**src/stm0_serial_consts.svh**
```systemverilog
// register map, field positions, reset values and timing counts of the serial line port
`ifndef STM0_SERIAL_CONSTS_SVH
`define STM0_SERIAL_CONSTS_SVH

`define ADDR_W          4
`define DATA_W          16

`define REG_CTRL        4'h0
`define REG_STATUS      4'h1
`define REG_MASK        4'h2
`define REG_RX          4'h3
`define REG_TX          4'h4

`define CTRL_W          4
`define CTRL_SERIAL_EN  0
`define CTRL_RX_FALL    1
`define CTRL_TX_FALL    2
`define CTRL_LOOP       3
`define CTRL_RST        4'h0

`define EV_W            5
`define EV_RX_FRAME     0
`define EV_RX_BYTE      1
`define EV_LOS          2
`define EV_MISALIGN     3
`define EV_TX_FRAME     4
`define MASK_RST        5'h00
`define TX_BYTE_RST     8'h00

`define RX_LOS_BIT      8
`define RX_LOCK_BIT     9

`define FRAME_BITS      6480
`define IDX_W           13
`define LAST_IDX        13'h194F

`define SYS_CLK_NS      40
`define LOCAL_CLK_NS    160
`define LOCAL_HALF      (`LOCAL_CLK_NS / (2 * `SYS_CLK_NS))

`endif

```
**src/stm0_serial_pkg.sv**
```systemverilog
// types shared by the serial line port modules
package stm0_serial_pkg;
    `include "stm0_serial_consts.svh"

    typedef logic [`IDX_W-1:0]  bit_idx_t;
    typedef logic [`EV_W-1:0]   event_t;
    typedef logic [`CTRL_W-1:0] ctrl_t;
    typedef enum logic {RX_HUNT, RX_LOCKED} rx_state_t;
endpackage

```
**src/line_edge_finder.sv**
```systemverilog
// two-flop synchroniser for the receive pins, with edge detection on bit 0
`timescale 1ns/1ps
module line_edge_finder (
    input  wire logic       i_clk_sys,
    input  wire logic       i_rst,
    input  wire logic [3:0] i_pins,
    output logic      [3:0] o_level,
    output logic            o_rise,
    output logic            o_fall
);
    typedef struct packed {
        logic [3:0] s1;
        logic [3:0] s2;
        logic       prev;
    } sync_st_t;

    sync_st_t st_r;
    sync_st_t st_nxt;

    always_comb begin
        st_nxt      = st_r;
        st_nxt.s1   = i_pins;
        st_nxt.s2   = st_r.s1;
        st_nxt.prev = st_r.s2[0];
    end

    always_ff @(posedge i_clk_sys or posedge i_rst) begin
        if (i_rst) begin
            st_r <= '0;
        end else begin
            st_r <= st_nxt;
        end
    end

    assign o_level = st_r.s2;
    assign o_rise  = st_r.s2[0] & ~st_r.prev;
    assign o_fall  = ~st_r.s2[0] & st_r.prev;
endmodule

```
**src/frame_bit_counter.sv**
```systemverilog
// position of the next bit within an STM-0 frame
`timescale 1ns/1ps
module frame_bit_counter
    import stm0_serial_pkg::*;
(
    input  wire logic i_clk_sys,
    input  wire logic i_rst,
    input  wire logic i_clear,
    input  wire logic i_step,
    input  wire logic i_align,
    output bit_idx_t  o_idx
);
    typedef struct packed {
        bit_idx_t idx;
    } cnt_st_t;

    cnt_st_t st_r;
    cnt_st_t st_nxt;

    always_comb begin
        st_nxt = st_r;
        if (i_clear) begin
            st_nxt.idx = '0;
        end else if (i_step && i_align) begin
            // the aligning bit itself is bit 0
            st_nxt.idx = bit_idx_t'(1);
        end else if (i_step) begin
            st_nxt.idx = (st_r.idx == `LAST_IDX) ? '0 : st_r.idx + bit_idx_t'(1);
        end
    end

    always_ff @(posedge i_clk_sys or posedge i_rst) begin
        if (i_rst) begin
            st_r <= '0;
        end else begin
            st_r <= st_nxt;
        end
    end

    assign o_idx = st_r.idx;
endmodule

```
**src/stm0_serial_line_port.sv**
```systemverilog
// bit-serial STM-0 line port: receive framer, transmit serialiser, registers
//
// Notes on behaviour
// RULE1 - a control bit picks the serial port over the parallel bus, and the serial pins idle otherwise.
// RULE2 - receive data is sampled on the rising or falling receive clock edge, as configured.
// RULE3 - the far end marks each frame's first bit with the receive frame pulse, which sets alignment.
// RULE4 - the loss-of-signal input from the line interface unit is taken as line loss of signal.
// RULE5 - the transmit clock copies the receive line clock in loop timing, else the master clock.
// RULE6 - transmit data is launched on the configured edge of our own transmit clock.
// RULE7 - the transmit frame pulse rises with the first bit of every frame sent.
// RULE8 - each frame pulse lasts exactly one serial bit, the first, and is low for all others.
`timescale 1ns/1ps
module stm0_serial_line_port
    import stm0_serial_pkg::*;
(
    input  wire logic              i_clk_sys,
    input  wire logic              i_rst,
    input  wire logic              i_rx_serial_line_clock,
    input  wire logic              i_rx_serial_line_data,
    input  wire logic              i_rx_serial_frame_pulse,
    input  wire logic              i_rx_serial_signal_loss,
    input  wire logic [`ADDR_W-1:0] i_addr,
    input  wire logic [`DATA_W-1:0] i_wdata,
    input  wire logic              i_wr,
    input  wire logic              i_rd,
    output logic      [`DATA_W-1:0] o_rdata,
    output logic                   o_irq,
    output logic                   o_serial_mode,
    output logic                   o_tx_serial_line_clock,
    output logic                   o_tx_serial_line_data,
    output logic                   o_tx_serial_frame_pulse
);
    typedef struct packed {
        ctrl_t              ctrl;
        event_t             status;
        event_t             mask;
        logic [7:0]         tx_byte;
        logic [7:0]         rx_byte;
        logic [7:0]         rx_shift;
        logic [7:0]         tx_shift;
        logic               rx_fp_prev;
        logic               los_prev;
        rx_state_t          rx_state;
        logic [1:0]         div_cnt;
        logic               local_clk;
        logic               tx_clk;
        logic               tx_data;
        logic               tx_fp;
        logic               irq;
        logic [`DATA_W-1:0] rdata;
    } port_st_t;

    port_st_t st_r;
    port_st_t st_nxt;

    logic [3:0] lvl;
    logic       clk_rise;
    logic       clk_fall;
    bit_idx_t   rx_idx;
    bit_idx_t   tx_idx;

    logic       serial_en;
    logic       rx_edge;
    logic       rx_fp_first;
    logic       tx_clk_val;
    logic       tx_launch;
    event_t     events;
    event_t     clr;

    ////////////////////////////////////////////////////////////////////////
    // pin synchroniser and frame position counters

    // data, frame and loss ride the same two flops as the clock, so they stay in step
    line_edge_finder u_sync (
        .i_clk_sys (i_clk_sys),
        .i_rst     (i_rst),
        .i_pins    ({i_rx_serial_signal_loss, i_rx_serial_frame_pulse,
                     i_rx_serial_line_data, i_rx_serial_line_clock}),
        .o_level   (lvl),
        .o_rise    (clk_rise),
        .o_fall    (clk_fall)
    );

    frame_bit_counter u_rx_cnt (
        .i_clk_sys (i_clk_sys),
        .i_rst     (i_rst),
        .i_clear   (~serial_en),
        .i_step    (rx_edge),
        .i_align   (rx_fp_first),
        .o_idx     (rx_idx)
    );

    frame_bit_counter u_tx_cnt (
        .i_clk_sys (i_clk_sys),
        .i_rst     (i_rst),
        .i_clear   (~serial_en),
        .i_step    (tx_launch),
        .i_align   (1'b0),
        .o_idx     (tx_idx)
    );

    ////////////////////////////////////////////////////////////////////////
    // next-state logic

    always_comb begin
        st_nxt = st_r;
        events = '0;
        clr    = '0;
        // RULE1 - serial select gate
        serial_en = st_r.ctrl[`CTRL_SERIAL_EN];

        // RULE2 - pick sampling edge
        rx_edge = serial_en && (st_r.ctrl[`CTRL_RX_FALL] ? clk_fall : clk_rise);
        // RULE8 - only the first bit of a pulse counts
        rx_fp_first = rx_edge && lvl[2] && !st_r.rx_fp_prev;

        if (rx_edge) begin
            st_nxt.rx_fp_prev = lvl[2];
            st_nxt.rx_shift   = {st_r.rx_shift[6:0], lvl[1]};
            if (st_r.rx_state == RX_LOCKED && !rx_fp_first && rx_idx[2:0] == 3'h7) begin
                st_nxt.rx_byte          = {st_r.rx_shift[6:0], lvl[1]};
                events[`EV_RX_BYTE] = 1'b1;
            end
        end

        // RULE3 - frame pulse locates the boundary
        if (rx_fp_first) begin
            st_nxt.rx_state          = RX_LOCKED;
            events[`EV_RX_FRAME] = 1'b1;
            events[`EV_MISALIGN] = (st_r.rx_state == RX_LOCKED) && (rx_idx != '0);
        end

        // RULE4 - loss of signal drops alignment
        st_nxt.los_prev = lvl[3];
        if (serial_en && lvl[3]) begin
            st_nxt.rx_state = RX_HUNT;
        end
        events[`EV_LOS] = serial_en && lvl[3] && !st_r.los_prev;
        if (!serial_en) begin
            st_nxt.rx_state   = RX_HUNT;
            st_nxt.rx_fp_prev = 1'b0;
        end

        // local master clock divider, free running
        if (st_r.div_cnt == 2'(`LOCAL_HALF - 1)) begin
            st_nxt.div_cnt   = '0;
            st_nxt.local_clk = ~st_r.local_clk;
        end else begin
            st_nxt.div_cnt = st_r.div_cnt + 2'h1;
        end

        // loop timing lags the pin by the synchroniser, three system cycles
        // RULE5 - transmit clock source
        tx_clk_val    = st_r.ctrl[`CTRL_LOOP] ? lvl[0] : st_r.local_clk;
        tx_clk_val    = serial_en & tx_clk_val;
        st_nxt.tx_clk = tx_clk_val;

        // RULE6 - data changes in the same cycle as the chosen clock edge
        tx_launch = serial_en && (st_r.ctrl[`CTRL_TX_FALL] ? (st_r.tx_clk && !tx_clk_val)
                                                          : (!st_r.tx_clk && tx_clk_val));
        if (tx_launch) begin
            if (tx_idx[2:0] == 3'h0) begin
                st_nxt.tx_data  = st_r.tx_byte[7];
                st_nxt.tx_shift = {st_r.tx_byte[6:0], 1'b0};
            end else begin
                st_nxt.tx_data  = st_r.tx_shift[7];
                st_nxt.tx_shift = {st_r.tx_shift[6:0], 1'b0};
            end
            // RULE7 - pulse with frame bit 0
            // RULE8 - low again at the next bit
            st_nxt.tx_fp         = (tx_idx == '0);
            events[`EV_TX_FRAME] = (tx_idx == '0);
        end
        if (!serial_en) begin
            st_nxt.tx_data = 1'b0;
            st_nxt.tx_fp   = 1'b0;
        end

        // register writes; a new event beats a clear in the same cycle
        if (i_wr) begin
            unique case (i_addr)
                `REG_CTRL:   st_nxt.ctrl    = i_wdata[`CTRL_W-1:0];
                `REG_STATUS: clr            = i_wdata[`EV_W-1:0];
                `REG_MASK:   st_nxt.mask    = i_wdata[`EV_W-1:0];
                `REG_TX:     st_nxt.tx_byte = i_wdata[7:0];
                default:     ;
            endcase
        end
        st_nxt.status = (st_r.status & ~clr) | events;
        st_nxt.irq    = |(st_nxt.status & st_nxt.mask);

        // read data valid only in the cycle after the strobe
        st_nxt.rdata = '0;
        if (i_rd) begin
            unique case (i_addr)
                `REG_CTRL:   st_nxt.rdata[`CTRL_W-1:0] = st_r.ctrl;
                `REG_STATUS: st_nxt.rdata[`EV_W-1:0]   = st_r.status;
                `REG_MASK:   st_nxt.rdata[`EV_W-1:0]   = st_r.mask;
                `REG_RX: begin
                    st_nxt.rdata[7:0]          = st_r.rx_byte;
                    st_nxt.rdata[`RX_LOS_BIT]  = lvl[3];
                    st_nxt.rdata[`RX_LOCK_BIT] = (st_r.rx_state == RX_LOCKED);
                end
                `REG_TX:     st_nxt.rdata[7:0] = st_r.tx_byte;
                default:     st_nxt.rdata      = '0;
            endcase
        end
    end

    always_ff @(posedge i_clk_sys or posedge i_rst) begin
        if (i_rst) begin
            st_r         <= '0;
            st_r.ctrl    <= `CTRL_RST;
            st_r.mask    <= `MASK_RST;
            st_r.tx_byte <= `TX_BYTE_RST;
        end else begin
            st_r <= st_nxt;
        end
    end

    assign o_rdata                 = st_r.rdata;
    assign o_irq                   = st_r.irq;
    assign o_serial_mode           = st_r.ctrl[`CTRL_SERIAL_EN];
    assign o_tx_serial_line_clock  = st_r.tx_clk;
    assign o_tx_serial_line_data   = st_r.tx_data;
    assign o_tx_serial_frame_pulse = st_r.tx_fp;
endmodule

```
**config.mk**
```make
export PLATFORM = sky130hd
export DESIGN_NAME = stm0_serial_line_port
export DESIGN_NICKNAME = d
export VERILOG_FILES = /design/src/stm0_serial_pkg.sv /design/src/line_edge_finder.sv /design/src/frame_bit_counter.sv /design/src/stm0_serial_line_port.sv
export VERILOG_INCLUDE_DIRS = /design/src
export SDC_FILE = /design/constraint.sdc
export NUM_CORES = 1
export LEC_CHECK = 0
export BUFFER_PORTS_ARGS = -buffer_cell sky130_fd_sc_hd__buf_4
export CORE_AREA = 4 4 149 79
export DETAILED_ROUTE_END_ITERATION = 12
export DIE_AREA = 0 0 153 83
export GPL_TIMING_DRIVEN = 0
export PLACE_DENSITY_LB_ADDON = 0.15
export SETUP_SLACK_MARGIN = 0.15
export SLEW_MARGIN = 20
export SYNTH_ARGS = -nofsm -noshare
export SYNTH_HDL_FRONTEND = slang
export SYNTH_SLANG_ARGS = --single-unit
```
**constraint.sdc**
```tcl
create_clock -name i_clk_sys -period 3.46 [get_ports i_clk_sys]
set_input_delay 0.346 -clock i_clk_sys [delete_from_list [all_inputs] [get_ports i_clk_sys]]
set_output_delay 0.346 -clock i_clk_sys [all_outputs]
set_load 0.05 [all_outputs]
```
==> impl.org, run 1 <==
** STA
- Number of hold-slack violations in the final timing report :: 0
- RSZ-0062 raised after global routing :: false
- Period Utilization, post-route :: 64.7%
- On the final layout, the worst clock skew is 8.16 ps.
- The final count of pins violating max slew was 0.
- Fmax :: 447 MHz
- Hold timing on the final database bottoms out at a slack of 104 ps.
- Setup violations remaining at the end of the flow were counted as 0.
- At the pin with the least slew margin, the transition time is 1050 ps.
- Measured against its own limit, the worst slew margin works out to 29.6%.
- Post-route minimum period :: 2240 ps

** Setup path
- The worst setup path is launched from a flip-flop.
- Crit path max fanout :: 10
- Register-to-Register Setup Slack :: 1220 ps
- Depth of the critical timing path with buffers and inverters included :: 6
- CP peak stage delay :: 560 ps
- STA classifies the critical path endpoint as a flip-flop.
- Worst path buffer plus inverter count :: 1
- The setup path with the least slack is of type flip-flop to flip-flop.
- Worst-case reg-to-reg path depth :: 6
- On the critical path, the stage with the largest delay is an instance of or4b_1.
- Walking the worst path, the cells encountered are mux2_2 -> mux2i_1 -> buf_2 -> or4b_1 -> a21bo_2 -> o211ai_1.
- At the worst endpoint, the required time is 3690 ps.
- At the worst endpoint, the arrival time is 2470 ps.
- Category of cells accounting for the largest share of critical-path delay :: multiplexers

** Clocking
- Number of gates given a new drive strength after cts :: 0
- CTS H-Tree Depth :: 3
- Setup Buffers After CTS :: 0
- CTS Sinks :: 99
- TritonCTS built the clock tree.
- CTS clock-pin slew for the worst setup and hold paths :: 70 ps
- Hold bufs inserted after CTS :: 1
- Number of buffers on the longest clock path :: 2
- CTS buffer count :: 9
- Worst skew pair latency :: 340 ps
- Clk root buf :: clkbuf_16

** Global routing
- GRT Overall Usage :: 16.6%
- Met1 track utilization from global routing :: 26.8%
- The initial antenna violation count is 0.
- The first global-routing pass estimated 16800 um of wire.
- Routing usage on met2 :: 21.2%
- For this run the aggregate overflow at the end of global routing stands at 0.
- The number of global-route vias before repair was 3146.
- Largest net degree at the start of global routing :: 78
- Busiest layer in global routing :: met1
- In the global route stage, met3 resource usage came out at 4.79%.

** Detailed routing
- DRT Wirelength :: 9870 um
- After detailed routing, the number of remaining DRC violations is 0.
- Pre-Repair DR Iteration Count :: 5
- Dividing the detail-routed wire length by the instance count gives 16.3 um.
- The count of nets left with antenna violations once routing finished came out at 0.
- The final route contains 3246 vias.
- Routed vias/inst :: 5.37
- Detailed Route Iter0 Violations :: 239

** Yosys
- Portion of the post-synthesis area used by sequential elements :: 53.8%
- Synthesized instance count :: 403
- In this run, synthesis inferred 0 flip-flops with an integrated enable.
- In the synthesized netlist the dominant register cell turns out to be dfrtp_1.
- Flip-flop and latch count after synthesis :: 99
- Dividing the synthesized area by the synthesized cell count gives 11.4 um^2.
- For this run, the number of Yosys warnings is 0.
- Count of cell types in the netlist :: 57
- Proportion of synthesized flip-flops having asynchronous set or reset :: 100%
- Post-synthesis instance area :: 4600 um^2

** Hold path
- Hold Path Class :: primary input to flip-flop
- Number of stages on the worst hold path :: 1

** Final layout
- Growth of design area from synthesis to finish :: 17.4%
- Net total in the final layout :: 487
- Antenna cells :: 0
- Area of all sequential standard cells :: 2480 um^2
- Counting the fill cells in the layout gives 965.
- Summing all multi-input logic gate instances after layout gives 1890 um^2.
- Proportion of layout cells with a drive suffix above 1 :: 25.7%

** Power and ir drop
- Total power :: 0.00304 W
- The worst-case IR drop observed on VDD is 0.246 mV.
- Leak :: 2.52 nW
- In this run the power density over the cells is 563 nW/um^2.

** Floorplanning
- Row generation in the floorplan step produced 27 rows.
- Overall die width :: 153 um
- Vertical extent of the die :: 83 um
- The die covers 12700 um^2.
- Pin placement for this block handled 49 I/O pins.
- Floorplan core area :: 10600 um^2
- Initial core utilization :: 43.4%

** Run
- Across the run, the number of max-cap violations was 0.

** Placement
- At the end of routability-driven placement, the weighted congestion stood at 0.834.
- # port buffers :: 33
- The HPWL after detailed placement is 7140 um.

** Outcome
- The run finished with clean final reports.
## final cells by class
cell class	count	area share, %
flip-flops and latches	99	45.8
inverters	11	0.856
plain buffers	31	3.96
well taps	145	3.36
repair buffers	35	5.28
clock inverters	5	1.44
multi-input cells	267	35.0
clock buffers	11	4.31
## cells by family after synthesis
kind of cell | share of synthesized area (%)
compound gates | 12.3
other cells | 0.0814
simple gates | 16.1
fa+ha+maj | 1.36
buf+inv | 5.54
flops | 53.8
xor+xnor | 0.571
mux | 10.2
## cell usage in the layout (no fill, tap or decap), drive strengths merged, types with 4 or more instances in the layout
cell and count:
a21oi 11, nor2 10, nand4 5, nand3 16, nor3b 4, clkbuf 19, a21o 8, buf 57
nor2b 6, inv 11, dfrtp 99, a22oi 7, a222oi 6, a31oi 7, ha 5, conb 6
nand2 36, nor4b 4, and3 10, nor3 12, nand2b 5, a22o 7, mux2 32, o21ai 23
mux2i 11, nor4 5
## sequential cells by signal, summed over array words and instances (netlist names), 4 cells and up
register and count:
st_r 49, u_rx_cnt.o_idx 13, u_tx_cnt.o_idx 13, o_rdata 10, u_sync.o_level 4, u_sync.st_nxt 4
## path summary, 6_finish.rpt
check,startpoint,to
max,st_r[71],o_irq
min,i_rx_serial_frame_pulse,u_sync.st_nxt[3]
max reg2reg,st_r[71],o_irq
min reg2reg,u_sync.st_nxt[4],u_sync.o_level[3]
max in group asynchronous,i_rst,st_r[39]
min in group asynchronous,i_rst,u_sync.st_nxt[3]
## through the flow
| step | utilization, % | cell area [um^2] | setup TNS, ps | cells | setup WS [ps] |
|---|---|---|---|---|---|
| 6_report | 51.0 | 5410 | 0 | 604 | 1220 |
| 5_1_grt | 51.0 | 5410 | 0 | 604 | 1060 |
| 4_1_cts | 51.0 | 5410 | 0 | 604 | 1230 |
| 3_5_place_dp | 47.9 | 5080 | 0 | 587 | 1240 |
| 3_3_place_gp | 47.6 | 5050 | -70290 | 586 | -721 |
| 2_1_floorplan | - | 4620 | 0 | 408 | 524 |
## routing by layer
metal	part of all wire, %	wire (um)	vias to the layer above
met5	0	0	-
met4	1.1	105	0
met3	6.4	627	7
met2	37	3700	91
met1	55	5440	1594
li1	-	-	1554
## worst register-to-register path, delay by kind of cell, from the launching register on
kind | cells | cell delay [ps]
buffers and inverters | 1 | 210
AO/OA/AOI/OAI | 2 | 370
AND/OR/NAND/NOR | 1 | 560
flip-flops | 1 | 420
multiplexers | 2 | 590
## Yosys cell counts, drive strengths merged, types with 10 or more instances
library cell | instances | area, um^2
a21oi | 11 | 55.1
and3 | 10 | 63.8
buf | 23 | 183
dfrtp | 99 | 2480
inv | 11 | 41.3
mux2 | 32 | 360
mux2i | 11 | 110
nand2 | 36 | 145
nand3 | 16 | 80.1
nor2 | 10 | 37.5
nor3 | 12 | 65.1
o21ai | 23 | 115
## power by group
| part | total (W) | internal (W) | leakage [nW] | switching (W) |
|---|---|---|---|---|
| Sequential | 0.00143 | 0.00132 | 1.29 | 0.000115 |
| Combinational | 0.000555 | 0.000238 | 1.08 | 0.000317 |
| Clock | 0.00106 | 0.000632 | 0.150 | 0.000426 |
| Total | 0.00304 | 0.00219 | 2.52 | 0.000857 |
(Power assumes the default switching activity.)
==> run 2: changes to the inputs <==
==> constraint.sdc (replaced) <==
create_clock -name i_clk_sys -period 2.16 [get_ports i_clk_sys]
set_input_delay 0.216 -clock i_clk_sys [delete_from_list [all_inputs] [get_ports i_clk_sys]]
set_output_delay 0.216 -clock i_clk_sys [all_outputs]
set_load 0.05 [all_outputs]
==> impl.org, run 2 (same netlist as run 1, synthesis figures left out) <==
** Outcome
- Outcome :: finished, final reports clean

** Power and ir drop
- For this design the static power due to leakage is 2.66 nW.
- Largest vdd supply drop :: 0.409 mV
- Power per unit of standard cell area :: 895 nW/um^2

** Global routing
- Antenna violations before repair :: 0
- First-pass GRT wire length :: 17100 um
- The number of global-route vias before repair was 3114.
- Largest net degree at the start of global routing :: 33
- For this run the aggregate overflow at the end of global routing stands at 0.
- Across every metal layer, demand over resource in global routing totals 16.9%.

** STA
- Setup repair after global routing could not meet its margin everywhere.
- The number of hold-slack violations in the final timing report is 0.
- Derived from the worst setup path, the maximum achievable clock frequency is 492 MHz.
- Dividing the final minimum period by the clock period gives 94.2%.
- Setup violations remaining at the end of the flow were counted as 0.
- Final-report max-slew violation count :: 0
- For the pin with the worst max-slew slack, the measured transition is 1010 ps.
- Slew margin rel. :: 31.9%
- The worst path in the final design needs a cycle of 2030 ps, including I/O delays and setup.
- For the final database, setup skew stands at 7.56 ps.

** Clocking
- TritonCTS built the clock tree.
- Counting along the longest clock path gives a buffer depth of 2.
- CTS buffer count :: 9
- The tree built by TritonCTS fans out to 99 sinks.
- CTS built an H-tree with a depth of 3.
- The root buffer cell chosen for the clock tree is clkbuf_16.
- At the later pin of the worst-skew pair, clock insertion delay measures 350 ps.
- CTS clock-pin slew for the worst setup and hold paths :: 70 ps

** Final layout
- At the end of the flow the core is filled with cells to 54.1%.
- Reg with most FFs :: st_r
- The final layout contains 508 nets.
- Relative to the synthesized area, the layout overhead comes to 24.6%.
- Proportion of layout cells with a drive suffix above 1 :: 31.7%
- Antenna cells :: 0
- In the layout the commonest cells are dfrtp_1, buf_4, nand2_1.
- The register with the most flip-flops in the layout has 49 of them.
- Final instance count without filler cells :: 624
- The library cell used most frequently in the layout, excluding fill and tap cells, is dfrtp_1.

** Detailed routing
- Dividing the detail-routed wire length by the instance count gives 16.7 um.
- Antenna Nets Post-Route :: 0
- Detailed Route Iter0 Violations :: 278
- Count of unresolved DRC violations after routing :: 0
- Pre-Repair DR Iteration Count :: 5
- Routed vias/inst :: 5.39
- Total number of vias :: 3366
- DRT Wirelength :: 10400 um

** Floorplanning
- Floorplan core area :: 10600 um^2
- The initial utilization of the core area, before any placement, comes to 43.4%.
- The die covers 12700 um^2.
- 49 I/O pins were placed.
- Vertical extent of the die :: 83 um
- The floorplan step set the die width to 153 um.
- The initialized floorplan defines 27 standard-cell rows.

** Setup path
- Launching element type of the critical path :: flip-flop
- Crit path max fanout :: 6
- The critical path is of the flip-flop to flip-flop type.
- The worst setup path is captured at a flip-flop.
- Arrival time at the worst endpoint :: 2250 ps
- Data on the critical path is required at its endpoint by 2380 ps.

** Placement
- Total placed cells including tap cells :: 589
- Buffers placed on the I/O ports in this run total 33.
- At the end of routability-driven placement, the weighted congestion stood at 0.840.
- Half-perimeter wire length of the detailed placement result :: 7450 um

** Hold path
- The worst hold path belongs to the class primary input to flip-flop.

** Run
- The tool flagged a number of max-cap violations equal to 0.
==> run 2: cell types whose count changed in the layout (fill, tap and decap cells not counted), moves of 2 or more <==
| cell | previous run | this run |
|---|---|---|
| buf_4 | 50 | 64 |
| dfrtp_1 | 99 | 94 |
| dfrtp_2 | 0 | 5 |
| dlygate4sd3_1 | 1 | 5 |
| clkbuf_1 | 9 | 6 |
| buf_12 | 0 | 2 |
| buf_8 | 0 | 2 |
| clkbuf_8 | 0 | 2 |
| clkinv_2 | 2 | 0 |
==> run 2: what timing repair did <==
action                                  CTS  global route
hold buffers                              5             0
pin swaps                                 3             7
endpoints found under the hold margin    19             0
cloned                                    0             2
endpoints found under the setup margin   28            30
setup buffers                             6             7
gates resized for setup                  14            11
==> run 2: worst max-delay path, stage by stage (launching register included) <==
cell and delay (ps):
dfrtp_1 410, or4_4 580, nor4_4 340, nor3_4 90
buf_6 160, buf_8 120, a21oi_1 150, a31oi_1 60
==> run 2: area by class of cell <==
| class | instances | area (um^2) |
|---|---|---|
| tap | 145 | 181 |
| clock inverter | 4 | 97.6 |
| clock buffer | 11 | 253 |
| buffer | 31 | 234 |
| timing repair buffer | 56 | 493 |
| inverter | 11 | 45.0 |
| sequential | 99 | 2480 |
| multi-input combinational | 267 | 1950 |
| fill | 901 | 4870 |
==> run 2: worst paths after layout <==
check,start,end,slack [ps],cells past startpoint
setup reg to reg,u_rx_cnt.o_idx[5],u_rx_cnt.o_idx[6],130,7
hold reg to reg,u_sync.st_nxt[1],u_sync.o_level[0],350,0
min in group asynchronous,i_rst,u_sync.st_nxt[3],420,3
setup / recovery,u_rx_cnt.o_idx[5],u_rx_cnt.o_idx[6],130,7
hold / removal,i_wdata[5],st_r[55],100,2
max in group asynchronous,i_rst,st_r[48],840,6
==> run 2: per-stage QoR <==
step / hold WS [ps] / area [um^2] / TNS, ps / power (W) / setup slack [ps]
finish: 102 / 5740 / 0 / 0.00514 / 126
global route: 91.9 / 5740 / 0 / 0.00541 / 64.2
CTS: 92.9 / 5620 / 0 / 0.00515 / 163
detailed placement: 233 / 5120 / -41.8 / 0.00323 / -20.5
global placement: 325 / 5060 / -68.5 / 0.00319 / -68.5
floorplan: 247 / 4630 / 0 / 0.00293 / 165
==> run 2: metal layers <==
metal / up-vias / routed length [um] / GRT usage [%]
met1: 1655 / 5570 / 27.7
met3: 15 / 685 / 4.95
li1: 1598 / - / -
met2: 98 / 4000 / 21.1
met5: - / 0 / 0
met4: 0 / 142 / 4.69
==> run 2: where the power goes <==
| group | switching [W] | total [W] | leakage [nW] | internal, W |
|---|---|---|---|---|
| clock | 0.000673 | 0.00186 | 0.168 | 0.00119 |
| combinational | 0.000534 | 0.000982 | 1.21 | 0.000448 |
| sequential | 0.000184 | 0.00230 | 1.28 | 0.00211 |
| total | 0.00139 | 0.00514 | 2.66 | 0.00375 |
==> run 3: changes to the inputs <==
--- a/config.mk
+++ b/config.mk
@@ -7,13 +7,15 @@
 export NUM_CORES = 1
 export LEC_CHECK = 0
 export BUFFER_PORTS_ARGS = -buffer_cell sky130_fd_sc_hd__buf_4
-export CORE_AREA = 4 4 149 79
+export CORE_AREA = 4 4 151 80
 export DETAILED_ROUTE_END_ITERATION = 12
-export DIE_AREA = 0 0 153 83
+export DIE_AREA = 0 0 155 84
 export GPL_TIMING_DRIVEN = 0
-export PLACE_DENSITY_LB_ADDON = 0.15
+export PLACE_DENSITY = 0.7
+export REMOVE_ABC_BUFFERS = 1
 export SETUP_SLACK_MARGIN = 0.15
 export SLEW_MARGIN = 20
 export SYNTH_ARGS = -nofsm -noshare
 export SYNTH_HDL_FRONTEND = slang
+export SYNTH_HIERARCHICAL = 1
 export SYNTH_SLANG_ARGS = --single-unit
==> impl.org, run 3 <==
** Yosys
- Synth top area share :: 51.7%
- Flip-flop and latch count after synthesis :: 99
- The most used flip-flop cell after synthesis is dfrtp_1.
- Synthesized area per cell :: 10.9 um^2
- Synth Warn # :: 6
- Portion of the post-synthesis area used by sequential elements :: 51.7%
- Commonest cells in the synthesized netlist :: dfrtp_1, nand2_1, nor2_1, mux2_2, buf_4
- Cell types with the largest area share after synthesis :: dfrtp_1, mux2_2, nand2_1
- The synthesized design spends more area on one cell type than any other, namely dfrtp_1.
- Post-synthesis instance area :: 4790 um^2
- Count of cell types in the netlist :: 63
- Number of enable flip-flop cells after synthesis :: 0
- Most frequently used cell type in the post-synthesis netlist :: dfrtp_1
- The cell count after synthesis came out at 440.
- For this run, asynchronously set or reset flops after synthesis account for 100%.

** Detailed routing
- The detailed router finished its first iteration with 413 violations.
- For this block, the via count after detailed routing is 3751.
- For this run, design rule violations remaining after detail routing come to 0.
- For this block, the routed nets add up to 11800 um of wire.
- Dividing the detail-routed wire length by the instance count gives 18.3 um.
- The detail route stage leaves a number of antenna-violating nets equal to 0.
- Pre-Repair DR Iteration Count :: 5
- In the routed layout, each cell is associated on average with a via count of 5.85.

** Clocking
- CTS clock-pin slew for the worst setup and hold paths :: 70 ps
- The longest clock path from root to sink contains 2 buffers.
- In this run, CTS created clock tree buffers numbering 9.
- The tree is rooted in a clkbuf_16.
- CTS H-Tree Depth :: 3
- TritonCTS clock tree :: built
- CTS Sinks :: 99
- The later pin in the worst-skew pair is clocked with a latency of 350 ps.

** Final layout
- The register with the most flip-flops in the layout has 49 of them.
- Final instance count without filler cells :: 641
- The library cell used most frequently in the layout, excluding fill and tap cells, is dfrtp_1.
- Cells fill 52.6% of the core in the end.
- After the last flow step, the layout net total stands at 521.
- Reg with most FFs :: st_r
- Proportion of layout cells with a drive suffix above 1 :: 28.0%
- The repair_antennas step left the layout with diodes totalling 0.
- Growth of design area from synthesis to finish :: 18.3%
- Most frequent cells in the layout :: dfrtp_1, buf_4, nand2_1

** Outcome
- Outcome :: finished, final reports clean

** Global routing
- The number of global-route vias before repair was 3503.
- GRT Overall Usage :: 18.7%
- Antenna violations before repair :: 0
- First-pass GRT wire length :: 19300 um
- For this run the aggregate overflow at the end of global routing stands at 0.
- Entering global routing, the biggest net connects 37 pins.

** Placement
- After detailed placement, the design holds a cell count of 598.
- Once detailed placement completed, the half-perimeter wirelength came to 7920 um.
- During placement, the flow inserted port buffers numbering 34.
- Placer congestion estimate :: 0.927

** Setup path
- Arrival time at the worst endpoint :: 2220 ps
- STA puts the critical path data required time at 2400 ps.
- Crit. End Element :: flip-flop
- Launching element type of the critical path :: flip-flop
- Of all nets on the critical path, the largest fanout is 8.
- The critical path is of the flip-flop to flip-flop type.

** Floorplanning
- The die covers 13000 um^2.
- Total I/O pin count :: 49
- Initial core utilization :: 44.5%
- The region available for standard cell placement spans 10800 um^2.
- In this run the horizontal extent of the chip is 155 um.
- Measured along the y axis, the die boundary spans 84 um.
- In this run the core area contains 27 standard-cell rows.

** STA
- Post-route minimum period :: 1980 ps
- Actual slew at the worst max-slew pin :: 1050 ps
- Period Utilization, post-route :: 91.8%
- Slew margin rel. :: 29.7%
- RSZ-0062 raised after global routing :: true
- Number of hold-slack violations in the final timing report :: 0
- For this run, the top clock speed supported by timing is 504 MHz.
- Setup-violating endpoint count in the final report :: 0
- The clock arrives with 7.50 ps of skew.
- Final-report max-slew violation count :: 0

** Power and ir drop
- For this design the ratio of total power to cell area is 862 nW/um^2.
- VDD sags by at most 0.446 mV.
- The design draws 0.00489 W.
- Leak :: 2.58 nW

** Hold path
- The tightest min-delay check is of the primary input to flip-flop type.

** Run
- Max Cap Viol :: 0
run 3: cell families after synthesis:
group / after synthesis / share of synthesized area [%]
AOI/OAI and AO/OA: 84 / 12.7
xor gates and xnor gates: 3 / 0.548
adders and majority gates: 2 / 0.522
buffers and inverters: 46 / 5.67
DFF: 99 / 51.7
muxes: 38 / 8.90
other: 1 / 0.0783
and+or+nand+nor: 167 / 19.9
run 3: area by class of cell:
type,instances,area (um^2)
repair buffers,61,487
flip-flops and latches,99,2480
multi-input cells,305,2160
clock buffers,9,225
fillers,947,5110
well taps,145,181
clock inverters,7,70.1
inverters,15,70.1
run 3: timing repair:
action / 4_1_cts / 5_1_grt
resized for setup: 12 / 8
gates cloned: 1 / 0
buffers inserted: 17 / 4
pin swaps: 2 / 1
hold buffers: 5 / 0
endpoints found under the setup margin: 53 / 27
hold endpoints to repair: 67 / 0
run 3: path summary, 6_finish.rpt:
check,slack (ps),from,to,depth (start not counted)
worst max-delay path,180,st_r[70],u_tx_cnt/o_idx[3],5
worst min-delay path,100,i_wdata[7],st_r[57],2
worst max register to register,180,st_r[70],u_tx_cnt/o_idx[3],5
worst min register to register,360,u_sync/st_nxt[3],u_sync/o_level[2],0
max in group asynchronous,1190,i_rst,st_r[49],4
min in group asynchronous,430,i_rst,u_sync/st_nxt[3],3
run 3: worst max-delay path: stages, from the launching register on:
cell	delay, ps
dfrtp_1	430
or3b_2	590
mux2i_4	280
nor2_1	200
a21o_1	190
a22o_1	170
run 3: where the power goes:
group          switching, W  leakage [nW]  internal [W]  total [W]
combinational      0.000582          1.15      0.000432    0.00101
sequential         0.000187          1.29       0.00210    0.00229
clock              0.000773         0.142      0.000814    0.00159
total               0.00154          2.58       0.00335    0.00489
run 3: stage by stage:
step	setup slack, ps	setup TNS (ps)	area, um^2	hold WS [ps]
after CTS	148	0	5610	95.6
after global routing	149	0	5670	92.4
after global placement	-736	-41580	5050	238
after detailed placement	-781	-13820	5070	251
final	177	0	5670	101
after floorplan	-256	-2430	4610	43.9
run 3: per-layer routing:
| metal | vias up | track usage, % | wire length [um] |
|---|---|---|---|
| met5 | - | 0 | 0 |
| met4 | 0 | 3.37 | 92 |
| met3 | 12 | 6.11 | 1180 |
| met2 | 165 | 25.3 | 4980 |
| met1 | 1884 | 28.9 | 5500 |
| li1 | 1690 | - | - |
